### config.mk
export PLATFORM = sky130hd
export DESIGN_NAME = arc_top
export DESIGN_NICKNAME = d
export VERILOG_FILES = /design/src/arc_pkg.sv /design/src/arc_split_decode.sv /design/src/arc_top.sv
export SDC_FILE = /design/constraint.sdc
export NUM_CORES = 1
export LEC_CHECK = 0
export BUFFER_PORTS_ARGS = -buffer_cell sky130_fd_sc_hd__buf_4
export CAP_MARGIN = 15
export CORE_MARGIN = 4
export CORE_UTILIZATION = 39
export CTS_BUF_LIST = sky130_fd_sc_hd__clkbuf_8
export DETAILED_ROUTE_END_ITERATION = 8
export MAX_ROUTING_LAYER = met4
export PLACE_DENSITY_LB_ADDON = 0.15
export SLEW_MARGIN = 0
export SYNTH_ARGS = -nofsm -noshare
export SYNTH_HDL_FRONTEND = slang
export SYNTH_SLANG_ARGS = --single-unit
### constraint.sdc
create_clock -name i_core_clk -period 2.1 [get_ports i_core_clk]
set_input_delay 0.21 -clock i_core_clk [delete_from_list [all_inputs] [get_ports i_core_clk]]
set_output_delay 0.21 -clock i_core_clk [all_outputs]
set_load 0.01 [all_outputs]
### src/arc_pkg.sv
// Package for the converter reference and port split control block
package arc_pkg;

  // Register byte offsets on the AHB-Lite bus
  localparam logic [31:0] ARC_CTRL_OFFSET = 32'h0000_0000;
  localparam logic [31:0] ARC_MAP_OFFSET = 32'h0000_0004;
  localparam logic [31:0] ARC_INFO_OFFSET = 32'h0000_0008;
  localparam int ARC_ADDR_LSB = 2;
  localparam int ARC_ADDR_MSB = 7;

  // Control register layout
  localparam int ARC_CTRL_WIDTH = 8;
  localparam int ARC_REF_SEL_LSB = 4;
  localparam int ARC_REF_SEL_MSB = 5;
  localparam int ARC_SPLIT_LSB = 0;
  localparam int ARC_SPLIT_MSB = 3;
  localparam logic [7:0] ARC_CTRL_WRITE_MASK = 8'h3f;
  localparam logic [7:0] ARC_CTRL_RESET = 8'h00;

  // Reference source codes
  localparam logic [1:0] ARC_REF_RAILS = 2'h0;
  localparam logic [1:0] ARC_REF_EXT_POS = 2'h1;
  localparam logic [1:0] ARC_REF_EXT_NEG = 2'h2;
  localparam logic [1:0] ARC_REF_EXT_BOTH = 2'h3;

  // Channel count and the first channel missing on the small package
  localparam int ARC_NUM_CHANNELS = 16;
  localparam int ARC_SMALL_PKG_FIRST_ABSENT = 12;

  // Info register layout
  localparam int ARC_INFO_POS_EXT_BIT = 0;
  localparam int ARC_INFO_NEG_EXT_BIT = 1;
  localparam int ARC_INFO_SMALL_PKG_BIT = 2;
  localparam int ARC_INFO_COUNT_LSB = 8;
  localparam int ARC_INFO_COUNT_MSB = 12;

  // AHB-Lite transfer types
  localparam logic [1:0] ARC_HTRANS_NONSEQ = 2'h2;
  localparam logic [1:0] ARC_HTRANS_SEQ = 2'h3;
  localparam logic ARC_HRESP_OKAY = 1'b0;

  // Whole state of the top module
  typedef struct packed {
    logic [7:0] ctrl;
    logic wr_pend;
    logic [5:0] wr_index;
    logic [31:0] rdata;
  } arc_state_t;

  localparam arc_state_t ARC_STATE_RESET = '{
    ctrl: ARC_CTRL_RESET,
    wr_pend: 1'b0,
    wr_index: 6'h00,
    rdata: 32'h0000_0000
  };

endpackage : arc_pkg

### src/arc_split_decode.sv
// Decoder from the split code to per-channel analog enables
module arc_split_decode
  import arc_pkg::*;
#(
  parameter int NUM_CHANNELS = ARC_NUM_CHANNELS,
  parameter bit SMALL_PACKAGE = 1'b0
) (
  // Split code
  input wire logic [3:0] i_split_code,
  // Decoded channel map
  output logic [NUM_CHANNELS-1:0] o_analog_enable,
  output logic [4:0] o_digital_count
);

  // Elaboration check: the map function is built for the fixed channel count
  if (NUM_CHANNELS != ARC_NUM_CHANNELS) begin : g_bad_channels
    $error("arc_split_decode serves exactly sixteen channels");
  end

  // Code 0 keeps all analog; code n > 0 leaves channels below 15-n analog
  function automatic logic [15:0] split_map(input logic [3:0] code, input bit small_pkg);
    logic [15:0] map;
    map = 16'h0000;
    for (int ch = 0; ch < ARC_NUM_CHANNELS; ch++) begin
      if (code == 4'h0) begin
        map[ch] = 1'b1;
      end else begin
        map[ch] = (ch < (15 - int'(code)));
      end
      // Absent pins never get an analog enable
      if (small_pkg && ch >= ARC_SMALL_PKG_FIRST_ABSENT) begin
        map[ch] = 1'b0;
      end
    end
    return map;
  endfunction : split_map

  always_comb begin
    o_analog_enable = split_map(i_split_code, SMALL_PACKAGE);
    if (i_split_code == 4'h0) begin
      o_digital_count = 5'h00;
    end else begin
      o_digital_count = 5'({1'b0, i_split_code} + 5'h01);
    end
  end

endmodule : arc_split_decode

### src/arc_top.sv
// Converter reference select and analog/digital port split register with AHB-Lite slave
//
// Functional notes
// - Bits 7 and 6 of the control register are not implemented, read as zero and ignore writes.
// - Bits 5:4 pick the references: 00 rails, 01 external positive, 10 external negative, 11 both external.
// - Bits 3:0 split the sixteen channels, 0000 all analog up to 1111 all digital, digital from channel 15 down.
// - Power-on reset clears the six writable bits, giving rail references and all analog channels.
// - On the small package channels 12 to 15 are absent and their split setting has no effect.
//
// The placing of the registers and the AHB-Lite interface to the registers were chosen for this implementation.
module arc_top
  import arc_pkg::*;
#(
  parameter bit SMALL_PACKAGE = 1'b0
) (
  // Clock and reset
  input wire logic i_core_clk,
  input wire logic i_rst_n,
  // AHB-Lite slave
  input wire logic i_hsel,
  input wire logic [31:0] i_haddr,
  input wire logic [1:0] i_htrans,
  input wire logic i_hwrite,
  input wire logic [2:0] i_hsize,
  input wire logic [31:0] i_hwdata,
  input wire logic i_hready,
  output logic o_hreadyout,
  output logic o_hresp,
  output logic [31:0] o_hrdata,
  // Converter reference steering
  output logic o_vref_pos_external,
  output logic o_vref_neg_external,
  output logic [1:0] o_reference_source_select,
  // Port split
  output logic [3:0] o_analog_digital_split_code,
  output logic [ARC_NUM_CHANNELS-1:0] o_analog_enable
);

  arc_state_t state_q;
  arc_state_t state_d;

  logic [ARC_NUM_CHANNELS-1:0] analog_map;
  logic [ARC_NUM_CHANNELS-1:0] next_map;
  logic [4:0] next_count;
  logic addr_phase;
  logic [5:0] addr_index;
  logic [1:0] ref_sel;
  logic [1:0] ref_pins;
  logic ctrl_write;
  logic [7:0] ctrl_next;

  // Word index of a byte address; the bus only makes whole-word accesses
  function automatic logic [5:0] word_index(input logic [31:0] addr);
    return addr[ARC_ADDR_MSB:ARC_ADDR_LSB];
  endfunction : word_index

  // Register offsets as word indices
  localparam logic [5:0] CTRL_INDEX = word_index(ARC_CTRL_OFFSET);
  localparam logic [5:0] MAP_INDEX = word_index(ARC_MAP_OFFSET);
  localparam logic [5:0] INFO_INDEX = word_index(ARC_INFO_OFFSET);

  // Field layout must agree with the fixed widths of the decode and the read mux
  if (ARC_CTRL_WIDTH != 8) begin : g_bad_ctrl_width
    $error("arc_top serves an eight bit control register only");
  end
  if (ARC_REF_SEL_MSB - ARC_REF_SEL_LSB != 1) begin : g_bad_ref_field
    $error("arc_top needs a two bit reference select field");
  end
  if (ARC_SPLIT_MSB - ARC_SPLIT_LSB != 3) begin : g_bad_split_field
    $error("arc_top needs a four bit split code field");
  end
  if (ARC_ADDR_MSB - ARC_ADDR_LSB != 5) begin : g_bad_addr_field
    $error("arc_top decodes a six bit word index");
  end
  if (ARC_INFO_COUNT_MSB - ARC_INFO_COUNT_LSB != 4) begin : g_bad_count_field
    $error("arc_top reports the digital count in five bits");
  end
  if (ARC_INFO_COUNT_MSB > 31) begin : g_bad_count_pos
    $error("arc_top info count field lies outside the data word");
  end
  if (ARC_NUM_CHANNELS > 16) begin : g_bad_channels
    $error("arc_top map register holds sixteen channels at most");
  end
  if (ARC_SMALL_PKG_FIRST_ABSENT > ARC_NUM_CHANNELS) begin : g_bad_small_pkg
    $error("arc_top first absent channel lies beyond the channel count");
  end
  if (CTRL_INDEX == MAP_INDEX || CTRL_INDEX == INFO_INDEX || MAP_INDEX == INFO_INDEX) begin : g_bad_offsets
    $error("arc_top register offsets overlap");
  end
  if (ARC_INFO_POS_EXT_BIT >= ARC_INFO_COUNT_LSB || ARC_INFO_NEG_EXT_BIT >= ARC_INFO_COUNT_LSB
      || ARC_INFO_SMALL_PKG_BIT >= ARC_INFO_COUNT_LSB) begin : g_bad_info_bits
    $error("arc_top info flags overlap the count field");
  end
  // Unimplemented bits must come out of reset as zero as well
  if ((ARC_CTRL_RESET & ~ARC_CTRL_WRITE_MASK) != 8'h00) begin : g_bad_reset
    $error("arc_top reset value sets unimplemented bits");
  end

  // Live map from the held control value drives the port logic
  arc_split_decode #(
    .NUM_CHANNELS(ARC_NUM_CHANNELS),
    .SMALL_PACKAGE(SMALL_PACKAGE)
  ) u_live_decode (
    .i_split_code(state_q.ctrl[ARC_SPLIT_MSB:ARC_SPLIT_LSB]),
    .o_analog_enable(analog_map),
    .o_digital_count()
  );

  // Second decode of the value about to be held, so a read right after a write sees it
  arc_split_decode #(
    .NUM_CHANNELS(ARC_NUM_CHANNELS),
    .SMALL_PACKAGE(SMALL_PACKAGE)
  ) u_next_decode (
    .i_split_code(ctrl_next[ARC_SPLIT_MSB:ARC_SPLIT_LSB]),
    .o_analog_enable(next_map),
    .o_digital_count(next_count)
  );

  // Only NONSEQ and SEQ start a transfer; IDLE and BUSY are ignored
  function automatic logic is_transfer(input logic [1:0] trans);
    return trans == ARC_HTRANS_NONSEQ || trans == ARC_HTRANS_SEQ;
  endfunction : is_transfer

  // Reference pins taken from outside for a select code, as {negative, positive}
  function automatic logic [1:0] ref_external(input logic [1:0] code);
    logic [1:0] pins;
    pins = 2'h0;
    case (code)
      ARC_REF_RAILS: begin
        pins = 2'h0;
      end
      ARC_REF_EXT_POS: begin
        pins = 2'h1;
      end
      ARC_REF_EXT_NEG: begin
        pins = 2'h2;
      end
      ARC_REF_EXT_BOTH: begin
        pins = 2'h3;
      end
      default: begin
        pins = 2'h0;
      end
    endcase
    return pins;
  endfunction : ref_external

  // Read value of one register from a given control byte and its decode
  function automatic logic [31:0] read_value(
    input logic [5:0] index,
    input logic [7:0] ctrl,
    input logic [15:0] map,
    input logic [4:0] count
  );
    logic [31:0] value;
    logic [1:0] pins;
    value = 32'h0000_0000;
    pins = ref_external(ctrl[ARC_REF_SEL_MSB:ARC_REF_SEL_LSB]);
    case (index)
      CTRL_INDEX: begin
        value[7:0] = ctrl & ARC_CTRL_WRITE_MASK;
      end
      MAP_INDEX: begin
        value[15:0] = map;
      end
      INFO_INDEX: begin
        value[ARC_INFO_POS_EXT_BIT] = pins[0];
        value[ARC_INFO_NEG_EXT_BIT] = pins[1];
        value[ARC_INFO_SMALL_PKG_BIT] = SMALL_PACKAGE;
        value[ARC_INFO_COUNT_MSB:ARC_INFO_COUNT_LSB] = count;
      end
      default: begin
        value = 32'h0000_0000;
      end
    endcase
    return value;
  endfunction : read_value

  // Size is not decoded: a narrow write still loads the whole control byte
  assign addr_phase = i_hsel && i_hready && is_transfer(i_htrans);
  assign addr_index = word_index(i_haddr);

  // Write data arrives one cycle after its address phase; the upper two bits are dropped and can never be set
  assign ctrl_write = state_q.wr_pend && state_q.wr_index == CTRL_INDEX;
  assign ctrl_next = ctrl_write ? (i_hwdata[7:0] & ARC_CTRL_WRITE_MASK) : state_q.ctrl;

  always_comb begin
    state_d = state_q;
    state_d.ctrl = ctrl_next;
    state_d.wr_pend = 1'b0;
    if (addr_phase) begin
      state_d.wr_pend = i_hwrite;
      state_d.wr_index = addr_index;
      if (!i_hwrite) begin
        // Forwarded value avoids a stale read after a back-to-back write
        state_d.rdata = read_value(addr_index, ctrl_next, next_map, next_count);
      end
    end
  end

  always_ff @(posedge i_core_clk or negedge i_rst_n) begin
    if (!i_rst_n) begin
      state_q <= ARC_STATE_RESET;
    end else begin
      state_q <= state_d;
    end
  end

  // Zero wait states; unmapped offsets read zero and ignore writes
  assign o_hreadyout = 1'b1;
  assign o_hresp = ARC_HRESP_OKAY;
  assign o_hrdata = state_q.rdata;

  assign ref_sel = state_q.ctrl[ARC_REF_SEL_MSB:ARC_REF_SEL_LSB];
  assign o_reference_source_select = ref_sel;
  assign ref_pins = ref_external(ref_sel);
  assign o_vref_pos_external = ref_pins[0];
  assign o_vref_neg_external = ref_pins[1];

  assign o_analog_digital_split_code = state_q.ctrl[ARC_SPLIT_MSB:ARC_SPLIT_LSB];
  assign o_analog_enable = analog_map;

endmodule : arc_top

== After elaboration in Yosys (flattened, before gate mapping) ==
Cells that the tools add are included.

* Register bits: 29
* Input bits: 74
* Output and inout port bits: 58
* Word-level logic and storage cells: 103

* Add/subtract/negate cells: 3
* Order comparisons: 32
* Eq/ne operators: 10
* Mux-type cells: 42
* Bitwise gates (word level): 1
* Reductions and logical operators: 11

{| class="wikitable"
|+ Operators by type and width
! cell !! number
|-
| $lt 5x32->1 const A || 16
|-
| $lt 4x32->1 const A || 8
|-
| $lt 3x32->1 const A || 4
|-
| $lt 1x32->1 const A || 2
|-
| $lt 2x32->1 const A || 2
|-
| $mux 39 || 1
|-
| $mux 1 || 32
|-
| $pmux 5 s2 || 2
|-
| $mux 16 || 1
|-
| $pmux 2 s4 || 2
|-
| $eq 2x2->1 const B || 6
|-
| $logic_not 6->1 || 2
|-
| $sub 4x4->5 const A || 2
|-
| $pmux 3 s3 || 1
|-
| $logic_not 4->1 || 2
|-
| $eq 6x1->1 const B || 1
|-
| $eq 6x2->1 const B || 1
|-
| $mux 6 || 1
|-
| $add 4x1->5 const B || 1
|-
| $mux 5 || 1
|-
| $eq 2x1->1 const B || 2
|-
| $logic_not 2->1 || 2
|-
| $logic_and 1x1->1 || 3
|-
| $mux 3 || 1
|-
| other kinds (3) || 3
|}

== Longest topological paths before layout ==
Gate-level depths: netlist (run 1).

* Depth in word-level cells: 9
* Depth in mapped cells: 9
* Gate-level depth less buffers: 8

== By module ==
Synthesis (run 1) repeated with hierarchy kept, for this count alone.

* Cells, all modules: 229
* Area total of the unflattened synthesis: 2,104.5 um^2

{| class="wikitable"
|+ By module, submodules not included
! module !! instances !! cells each !! area an instance (um^2)
|-
| arc_top || 1 || 155 || 1,601.5
|-
| arc_split_decode || 2 || 37 || 251.5
|}

== Least setup slack after synthesis (run 1) ==
No wires, ideal clock.

* Kind: flip-flop to flip-flop
* From: reg state_q[34] (netlist name)
* To: reg state_q, in the netlist o_hrdata[8]
* Arrival time: 1.923 ns
* Data required time: 1.976 ns
* Setup slack: 0.053 ns
* Cell stages (with the launch flop): 9
* Clock period less this slack: 2.047 ns
* Path through: dfrtp_1 nor4b_4 nand2_2 buf_6 mux2_2 inv_1 ha_1 a211oi_1 a211o_1

* Cells in the longest elaborated chain, start to end: 7
* Elaborated cells between the ends (all ways): 10

{| class="wikitable"
|+ Ends and longest elaborated chain
! element !! line !! RTL
|-
| start: declaration || arc_top.sv:39 || <nowiki>arc_state_t state_q;</nowiki>
|-
| start signal: assignment || arc_top.sv:205 || <nowiki>state_q <= state_d;</nowiki>
|-
| $logic_not 6->1 (*) || arc_top.sv:184 || <nowiki>assign ctrl_write = state_q.wr_pend && state_q.wr_index == CTRL_INDEX;</nowiki>
|-
| $logic_and 1x1->1 (*) || arc_top.sv:184 ||
|-
| $mux 6 (*) || arc_top.sv:185 || <nowiki>assign ctrl_next = ctrl_write ? (i_hwdata[7:0] & ARC_CTRL_WRITE_MASK) : state_q.ctrl;</nowiki>
|-
| net ctrl_next[0] || arc_top.sv:50 || <nowiki>logic [7:0] ctrl_next;</nowiki>
|-
| $sub 4x4->5 || arc_split_decode.sv:28 || <nowiki>map[ch] = (ch < (15 - int'(code)));</nowiki>
|-
| $lt 5x32->1 || arc_split_decode.sv:28 ||
|-
| $mux 1 || arc_split_decode.sv:25 || <nowiki>if (code == 4'h0) begin</nowiki>
|-
| $pmux 5 s2 (*) || arc_top.sv:159 || <nowiki>case (index)</nowiki>
|}

The timed path passes the listed nets; every way through them passes the cells marked *.
A chain may end at the register's enable or synchronous reset.

== Worst setup path after layout (run 1) ==
* From: reg state_q[34] (netlist name)
* To: reg state_q, in the netlist o_hrdata[2]

* Cells in the longest elaborated chain, start to end: 7
* Elaborated cells between the ends (all ways): 8

{| class="wikitable"
|+ Ends and longest elaborated chain
! element !! line
|-
| $logic_not 6->1 (*) || arc_top.sv:184
|-
| $logic_and 1x1->1 (*) || arc_top.sv:184
|-
| $mux 6 (*) || arc_top.sv:185
|-
| $sub 4x4->5 || arc_split_decode.sv:28
|-
| $lt 3x32->1 || arc_split_decode.sv:28
|-
| $mux 1 || arc_split_decode.sv:25
|-
| $pmux 3 s3 (*) || arc_top.sv:159
|}

Every way passes the cells marked *; elsewhere a longest branch is shown, timed or not.

==> metrics.cfg, run 1 <==
[status]
status=completed

[flow_run]
cap_violations=0

[die]
ioPinCount=132
dieArea_mm2=0.00612
initial_utilization_pct=40.5
core_mm2=0.00475
die_w_um=78.2
die_h_um=78.2
num_rows=25

[global_route]
grt_overflow=0
gr-usage-all-layers_pct=15.5
grt_pass1_vias=1515
antenna_found_initial=0
grt_pass1_wl_um=7180
grt_max_degree=30

[timing]
whs_ns=0.183
max_freq_mhz=493
setup-violations-final=0
fin_setup_tns_ns=0
drv_slew=0
hold_violations=0
skew_ns=0.00369
fin_crit_ns=2.03
finalCritPeriodShare_pct=96.7

[clock_tree]
cts_max_path_buffers=2
path_clk_slew_ns=0.06
cts_root_buf=clkbuf_8
numCtsBuffers=5
cts.sinks=29
cts_tree=built
h-tree-depth=2
clkLatencyLatePin_ns=0.28

[yosys]
synth_top_area_share_pct=37.7
synth-edff-count=0
synth.area.top_cells=dfrtp_1 (38%), buf_4 (16%), mux2_2 (4.7%)
synthFlopType=dfrtp_1
ys_ff_latch=29
synth_area_per_cell_um2=9.12
async_flop_share_pct=100
synth_cell_type_count=43
seq_area_frac_synth_pct=37.7
synth_largest_area_cell=dfrtp_1
synth_area_mm2=0.00192
synth_cells=211
yosysWarnings=0

[final_layout]
layout.cells.most_common=buf_4
drive_gt1_share_pct=38.3
area_growth_pct=23.6
n_antenna_cell=0
n_fill_cell=489
most-common-layout-cells=buf_4 (75), dfrtp_1 (29), nand2_1 (21)
layout.nets=337

[worst_setup_path]
crit_path_start=state_q[34]$_DFFE_PN0P_
crit_arrival_ns=2.20
critical_path_class=reg -> reg
reg2reg_from=state_q[34]$_DFFE_PN0P_
path_cells=nor4b_4, nand2_2, buf_4, mux2_4, or3_1, a32o_1
slowest_delay_ns=0.40
cp_max_fo=5
cp-start-kind=flip-flop
crit_slowest_cell=dfrtp_1
endpoint_kind=flip-flop
required_ns=2.27
reg2reg_setup_slack_ns=0.07

[routing]
drt_iter0_drc=50
first_pass_iters=4
drc=0
routed_wl_um=4380
wire_per_inst_um=13.3
route.vias.total=1533
ant_nets=0
viasPerCell=4.67

[placement]
hpwlAfterDp_um=3490
gp_congestion=0.850
port_buffers=57

[power]
max-vdd-ir-drop_uv=314
report.power.total_w=0.00169
p_leak_nw=1.19
p_per_area_mw_per_mm2=709

[hold_path]
hold_start=i_haddr[4]
hp-class=in -> reg

## final cells by class
type,count,area (um^2),share of cell area [%]
Multi-Input combinational cell,140,886,37.2
Tap cell,67,83.8,3.52
Clock buffer,5,68.8,2.89
Inverter,8,30.0,1.26
Timing Repair Buffer,76,573,24.1
Clock inverter,3,11.3,0.473
Sequential cell,29,726,30.5
## final timing paths
path                                            endpoint  cells after the start
worst max-delay path             o_hrdata[2]$_DFFE_PN0P_                      6
worst min-delay path             state_q[34]$_DFFE_PN0P_                      2
worst max register to register   o_hrdata[2]$_DFFE_PN0P_                      6
worst min register to register   o_hrdata[5]$_DFFE_PN0P_                      2
max in group asynchronous       o_hrdata[14]$_DFFE_PN0P_                      2
min in group asynchronous        o_hrdata[2]$_DFFE_PN0P_                      2
## synthesized netlist by cell type (3+ instances only)
cell      instances
buf_4            40
dfrtp_1          29
nand2_1          21
nor2_1           11
a21oi_1           9
clkbuf_1          9
mux2_2            8
nand3_1           8
inv_1             7
o211ai_1          6
o21ai_0           6
o21ai_1           6
mux2i_1           5
nor3_1            5
a211oi_1          3
ha_1              3
mux2i_2           3
## state kept, by name, summed over array words and instances (netlist names)
signal,cells
state_q,7
o_reference_source_select,2
o_analog_digital_split_code,4
o_hrdata,16
## power breakdown
part	total [W]	switching, W	internal (W)	leakage, nW
sequential	0.000656	0.0000425	0.000613	0.376
clock	0.000411	0.000191	0.000220	0.0519
combinational	0.000619	0.000329	0.000291	0.763
## cell families (layout without fill, tap and decap cells)
logic type               after synthesis  in the layout  synth area share, %
AO/OA/AOI/OAI                         39             39                 12.8
multiplexers                          18             18                 11.0
adder cells (fa/ha/maj)                3              3                 1.95
buffers and inverters                 58             92                 19.5
AND/OR/NAND/NOR                       61             61                 16.2
other                                  2             18                0.390
flip-flops                            29             29                 37.7
XOR/XNOR                               1              1                0.455
## timing repair
action                                  4_1_cts  5_1_grt
gates resized for setup                       0        1
hold buffers                                  1        0
setup buffers                                 0        2
hold endpoints to repair                     29        0
endpoints found under the setup margin        0        2
## worst max-delay path, delay by kind of cell (launching register included)
| family | cells | cell delay, ns |
|---|---|---|
| muxes | 1 | 0.31 |
| and+or+nand+nor | 3 | 0.80 |
| DFF | 1 | 0.40 |
| buffers and inverters | 1 | 0.16 |
| AOI/OAI and AO/OA | 1 | 0.25 |
## per-layer routing
metal / up-vias / routed length [um] / global-route usage, % / share of wire [%]
met1: 696 / 2070 / 20.0 / 47
li1: 769 / - / - / -
met3: 8 / 284 / 3.56 / 6.5
met5: - / 0 / - / 0
met2: 60 / 1930 / 22.9 / 44
met4: 0 / 91 / 7.34 / 2.1
## per-stage QoR
step           setup slack, ns  util (%)  cell area (um^2)  cells
3_5_place_dp            0.0985      47.8              2270    317
6_report                0.0699      50.0              2380    328
4_1_cts                 0.0806      49.7              2360    326
2_1_floorplan           0.0529         -              1980    227
3_3_place_gp             0.108      47.8              2270    317
5_1_grt                -0.0260      50.0              2380    328
Power figures use the tool's default switching activity.
==> inputs of run 2 (changes only) <==
--- a/config.mk
+++ b/config.mk
@@ -5,10 +5,11 @@
 export SDC_FILE = /design/constraint.sdc
 export NUM_CORES = 1
 export LEC_CHECK = 0
+export ABC_AREA = 1
 export BUFFER_PORTS_ARGS = -buffer_cell sky130_fd_sc_hd__buf_4
 export CAP_MARGIN = 15
 export CORE_MARGIN = 4
-export CORE_UTILIZATION = 39
+export CORE_UTILIZATION = 40
 export CTS_BUF_LIST = sky130_fd_sc_hd__clkbuf_8
 export DETAILED_ROUTE_END_ITERATION = 8
 export MAX_ROUTING_LAYER = met4
==> run 2 against run 1 <==
Effect of this change: sequential cell count unchanged; critical path depth up 5; sequential power down 5.0%; clock skew up 0.0036 ns; power down 21%; synthesized cell count up 33%; first-iteration DRC count up 60%.
==> metrics.cfg, run 2 <==
[timing]
max_freq_mhz=559
fin_crit_ns=1.79
finalCritPeriodShare_pct=85.2
setup-violations-final=0
grt_setup_unrepaired=false
fin_setup_tns_ns=0
skew_ns=0.00729
hold_violations=0
drv_slew=0

[placement]
hpwlAfterDp_um=3480
gp_congestion=0.812
port_buffers=57

[clock_tree]
h-tree-depth=2
numCtsBuffers=5
path_clk_slew_ns=0.06
clkLatencyLatePin_ns=0.28
cts_root_buf=clkbuf_8
cts_tree=built
cts_max_path_buffers=2
cts.sinks=29

[power]
p_int_w=0.000957
p_sw_share_pct=28.6
report.power.total_w=0.00134
p_per_area_mw_per_mm2=545
max-vdd-ir-drop_uv=265
seq_power_share_pct=46.5
comb_power_share_pct=19.6
p_leak_nw=1.35
pwr-share-clk_pct=33.9
p_switching_w=0.000383

[routing]
drc=0
route.vias.total=1675
first_pass_iters=4
routed_wl_um=4470
wire_per_inst_um=11.6
drt_iter0_drc=80
viasPerCell=4.34
ant_nets=0

[flow_run]
cap_violations=0

[worst_setup_path]
critical_path_class=reg -> reg
required_ns=2.25
cp-start-kind=flip-flop
endpoint_kind=flip-flop
cp_max_fo=11
crit_arrival_ns=1.94

[yosys]
ys_ff_latch=29
synth.most_common_cell=nand2_1
synth.area.top_cells=dfrtp_1 (34%), buf_4 (14%), nand2_1 (12%)
synth_common_cells=nand2_1 (69), buf_4 (40), dfrtp_1 (29)
synth_cell_type_count=29
yosysWarnings=0
seq_area_frac_synth_pct=34.4
synth_area_mm2=0.00211
synth-edff-count=0
async_flop_share_pct=100
synthFlopType=dfrtp_1
synth_cells=280
synth_largest_area_cell=dfrtp_1
synth_area_per_cell_um2=7.54
synth_top_area_share_pct=34.4

[global_route]
grt_max_degree=30
gr-usage-all-layers_pct=15.5
grt_pass1_wl_um=7640
grt_overflow=0
grt_pass1_vias=1616
antenna_found_initial=0

[status]
status=completed

[die]
ioPinCount=132
initial_utilization_pct=41.3
die_w_um=80.6
num_rows=26
core_mm2=0.00511
dieArea_mm2=0.00650
die_h_um=80.6

[final_layout]
largest_register_ffs=16
layout.cells.most_common=nand2_1
drive_gt1_share_pct=32.9
n_antenna_cell=0
layout.nets=393
area_growth_pct=16.4
most-common-layout-cells=nand2_1 (69), buf_4 (59), dfrtp_1 (29)

[hold_path]
hp-class=in -> reg

[run 2: cell count changes in the layout (fill, tap and decap cells not counted), moves of 7 or more]
cell,change
nand2_1,+48
nor2_1,+9
inv_1,+12
buf_4,-16
nand2_2,+7
nor2_2,+7
nand2_4,+11
mux2_2,-8
[run 2: kinds of logic after synthesis]
family / after synthesis / share of synthesized area (%)
and+or+nand+nor: 139 / 34.1
buffers and inverters: 76 / 21.3
AOI/OAI and AO/OA: 30 / 7.71
DFF: 29 / 34.4
adders and majority gates: 3 / 1.78
other: 2 / 0.356
xor gates and xnor gates: 1 / 0.415
[run 2: power by group through the flow]
stage | sequential (W) | combinational [W] | clock [W]
detailed placement | 0.000633 | 0.000265 | 0
finish | 0.000623 | 0.000263 | 0.000455
global placement | 0.000633 | 0.000262 | 0
floorplan | 0.000625 | 0.000208 | 0
CTS | 0.000623 | 0.000267 | 0.000471
global route | 0.000629 | 0.000295 | 0.000494
[run 2: critical path: stages (launching register included)]
cell and delay (ns):
dfrtp_1 0.39, inv_2 0.07, nand2_2 0.06, nor2_4 0.16, nand2_4 0.16, nand2_2 0.09, nand2_2 0.09, ha_1 0.29
nand3_2 0.13, nor2_1 0.05, a21oi_1 0.10, nand3_1 0.07
[run 2: what timing repair did]
item,4_1_cts,5_1_grt
hold buffers,1,0
gates resized for setup,0,0
endpoints found under the setup margin,0,0
setup buffers,0,0
endpoints found under the hold margin,29,0
[run 2: through the flow]
stage / utilization [%] / hold slack (ns) / area, um^2 / instances / worst slack [ns]
floorplan: - / -0.0856 / 2170 / 296 / 0.466
global placement: 46.2 / 0.161 / 2360 / 378 / 0.332
detailed placement: 46.2 / 0.165 / 2360 / 378 / 0.326
CTS: 48.1 / 0.154 / 2460 / 386 / 0.310
global route: 48.1 / 0.178 / 2460 / 386 / 0.140
finish: 48.1 / 0.162 / 2460 / 386 / 0.311
[run 2: layout make-up]
class	count	area, um^2
multi-input combinational	191	996
inverter	29	109
sequential	29	726
clock buffer	6	82.6
timing repair buffer	60	453
fill	552	2650
clock inverter	1	3.75
tap	70	87.6
[run 2: worst paths after layout]
kind | slack, ns | cells after the start | endpoint | from
setup reg to reg | 0.31 | 11 | o_hrdata[10]$_DFFE_PN0P_ | state_q[32]$_DFFE_PN0P_
min in group asynchronous | 0.40 | 2 | o_hrdata[7]$_DFFE_PN0P_ | i_rst_n
hold / removal | 0.16 | 3 | state_q[38]$_DFF_PN0_ | i_hwrite
max in group asynchronous | 1.43 | 2 | o_hrdata[10]$_DFFE_PN0P_ | i_rst_n
hold reg to reg | 0.49 | 2 | o_hrdata[8]$_DFFE_PN0P_ | o_hrdata[8]$_DFFE_PN0P_
setup / recovery | 0.31 | 11 | o_hrdata[10]$_DFFE_PN0P_ | state_q[32]$_DFFE_PN0P_
[run 2: per-layer routing]
metal,vias up,GRT usage [%],share of wire [%]
met5,-,-,0
met2,45,24.8,47
met1,746,19.0,46
met3,4,3.48,5.3
li1,880,-,-
met4,0,6.25,1.5
==> inputs of run 3 (changes only) <==
--- a/config.mk
+++ b/config.mk
@@ -6,12 +6,13 @@
 export NUM_CORES = 1
 export LEC_CHECK = 0
 export ABC_AREA = 1
-export BUFFER_PORTS_ARGS = -buffer_cell sky130_fd_sc_hd__buf_4
 export CAP_MARGIN = 15
+export CORE_ASPECT_RATIO = 0.8
 export CORE_MARGIN = 4
-export CORE_UTILIZATION = 40
+export CORE_UTILIZATION = 38
 export CTS_BUF_LIST = sky130_fd_sc_hd__clkbuf_8
 export DETAILED_ROUTE_END_ITERATION = 8
+export DONT_BUFFER_PORTS = 1
 export MAX_ROUTING_LAYER = met4
 export PLACE_DENSITY_LB_ADDON = 0.15
 export SLEW_MARGIN = 0
==> run 3 against run 2 <==
Effect of this change: global-route usage fell by 1.3 points; sequential share of layout area increased by 6.1 points; first-iteration DRC count down 18%; worst setup slack got worse by 0.053 ns; hold slack lost 0.12 ns; final area down 17%; cell count is 17% lower; via count down 9.7%; power is 5.4% lower; count of clock-buffer cells in the layout unchanged; critical path depth did not move.
==> metrics.cfg, run 3 (synthesis results as in run 2) <==
[status]
status=completed

[power]
comb_power_share_pct=14.6
report.power.total_w=0.00127
p_leak_nw=1.07
pwr-share-clk_pct=35.3
p_per_area_mw_per_mm2=622
p_sw_share_pct=28.6
max-vdd-ir-drop_uv=269
p_int_w=0.000905
p_switching_w=0.000363
seq_power_share_pct=50.2

[timing]
drv_slew=0
fin_crit_ns=1.84
fin_setup_tns_ns=0
finalCritPeriodShare_pct=87.7
max_freq_mhz=543
setup-violations-final=0
grt_setup_unrepaired=false
whs_ns=0.0441
fin_ws_ns=0.258
skew_ns=0.00326
hold_violations=0

[die]
die_w_um=91.3
initial_utilization_pct=40.7
dieArea_mm2=0.00682
core_mm2=0.00518
num_rows=23
die_h_um=74.7
ioPinCount=132

[clock_tree]
clkLatencyLatePin_ns=0.27
cts_tree=built
path_clk_slew_ns=0.06
hold_buffers=2
postCtsResizedCells=0
cts.sinks=29
h-tree-depth=2
numCtsBuffers=5
cts_max_path_buffers=2
cts_root_buf=clkbuf_8
post_cts_buffers=0

[final_layout]
largest_register_ffs=16
layout.cells.most_common=nand2_1
final_cell_count_no_fill=322
most-common-layout-cells=nand2_1 (69), dfrtp_1 (29), inv_1 (22)
n_antenna_cell=0
n_fill_cell=543
layout.nets=337
drive_gt1_share_pct=18.5
area_growth_pct=-3.38

[routing]
routed_wl_um=4410
route.vias.total=1513
wire_per_inst_um=13.7
first_pass_iters=4
viasPerCell=4.70
drt_iter0_drc=66
ant_nets=0
drc=0

[global_route]
grt_pass1_vias=1445
grt_max_degree=30
grt_pass1_wl_um=7330
grt_overflow=0
gr-usage-all-layers_pct=14.3
antenna_found_initial=0

[worst_setup_path]
critical_path_class=reg -> reg
r2r-end=o_hrdata[10]$_DFFE_PN0P_
reg2reg_depth=11
reg2reg_setup_slack_ns=0.26
required_ns=2.25
endpoint_kind=flip-flop
crit_arrival_ns=2.00
cp_max_fo=11
cp-start-kind=flip-flop
crit_path_start=state_q[32]$_DFFE_PN0P_
reg2reg_from=state_q[32]$_DFFE_PN0P_

[placement]
dp_cells=313
dp_slack_ns=0.245
port_buffers=0
gp_congestion=0.788
hpwlAfterDp_um=3490

[hold_path]
hold_start=i_hwrite
whs_path_depth=2
holdPathEnd=state_q[38]$_DFF_PN0_
hp-class=in -> reg

[flow_run]
cap_violations=0

[run 3: changes by cell type in the layout (fill, tap and decap cells not counted), sizes merged]
cell	before	now
buf	59	3
[run 3: per-layer routing]
metal  up-vias  GRT usage (%)  wire length, um
met3         0           4.60              378
met2        55           19.7             1870
met5         -              -                0
li1        773              -                -
met4         0           3.51                0
met1       685           20.2             2160
[run 3: cell type report]
| class | instances | area [um^2] | share of cell area, % |
|---|---|---|---|
| clock buffer | 6 | 82.6 | 4.05 |
| multi-input combinational | 191 | 996 | 48.8 |
| inverter | 29 | 109 | 5.34 |
| tap | 62 | 77.6 | 3.80 |
| timing repair buffer | 4 | 45.0 | 2.21 |
| clock inverter | 1 | 3.75 | 0.184 |
| sequential | 29 | 726 | 35.6 |
[run 3: worst max-delay path by stage]
stage | endpoint | slack [ns]
after floorplan | o_hrdata[10]$_DFFE_PN0P_ | 0.47
after global placement | o_hrdata[10]$_DFFE_PN0P_ | 0.29
after detailed placement | o_hrdata[10]$_DFFE_PN0P_ | 0.25
final | o_hrdata[10]$_DFFE_PN0P_ | 0.26
after global routing | o_hrdata[10]$_DFFE_PN0P_ | 0.12
after CTS | o_hrdata[10]$_DFFE_PN0P_ | 0.24
[run 3: power groups by stage]
stage          logic [W]  clock network, W  registers (W)
3_3_place_gp    0.000167                 0       0.000648
6_report        0.000185          0.000447       0.000636
3_5_place_dp    0.000169                 0       0.000648
5_1_grt         0.000213          0.000491       0.000642
4_1_cts         0.000187          0.000464       0.000638
2_1_floorplan   0.000208                 0       0.000625
[run 3: critical path, stage by stage (launching register included)]
cell	delay, ns
dfrtp_1	0.39
inv_2	0.07
nand2_2	0.05
nor2_4	0.17
nand2_4	0.17
nand2_2	0.10
nand2_2	0.09
ha_1	0.29
nand3_2	0.13
nor2_1	0.05
a21oi_1	0.12
nand3_1	0.08
[run 3: stage by stage]
stage | util [%] | cell area (um^2)
floorplan | - | 2170
global placement | 37.1 | 1920
detailed placement | 37.1 | 1920
CTS | 39.4 | 2040
global route | 39.4 | 2040
finish | 39.4 | 2040
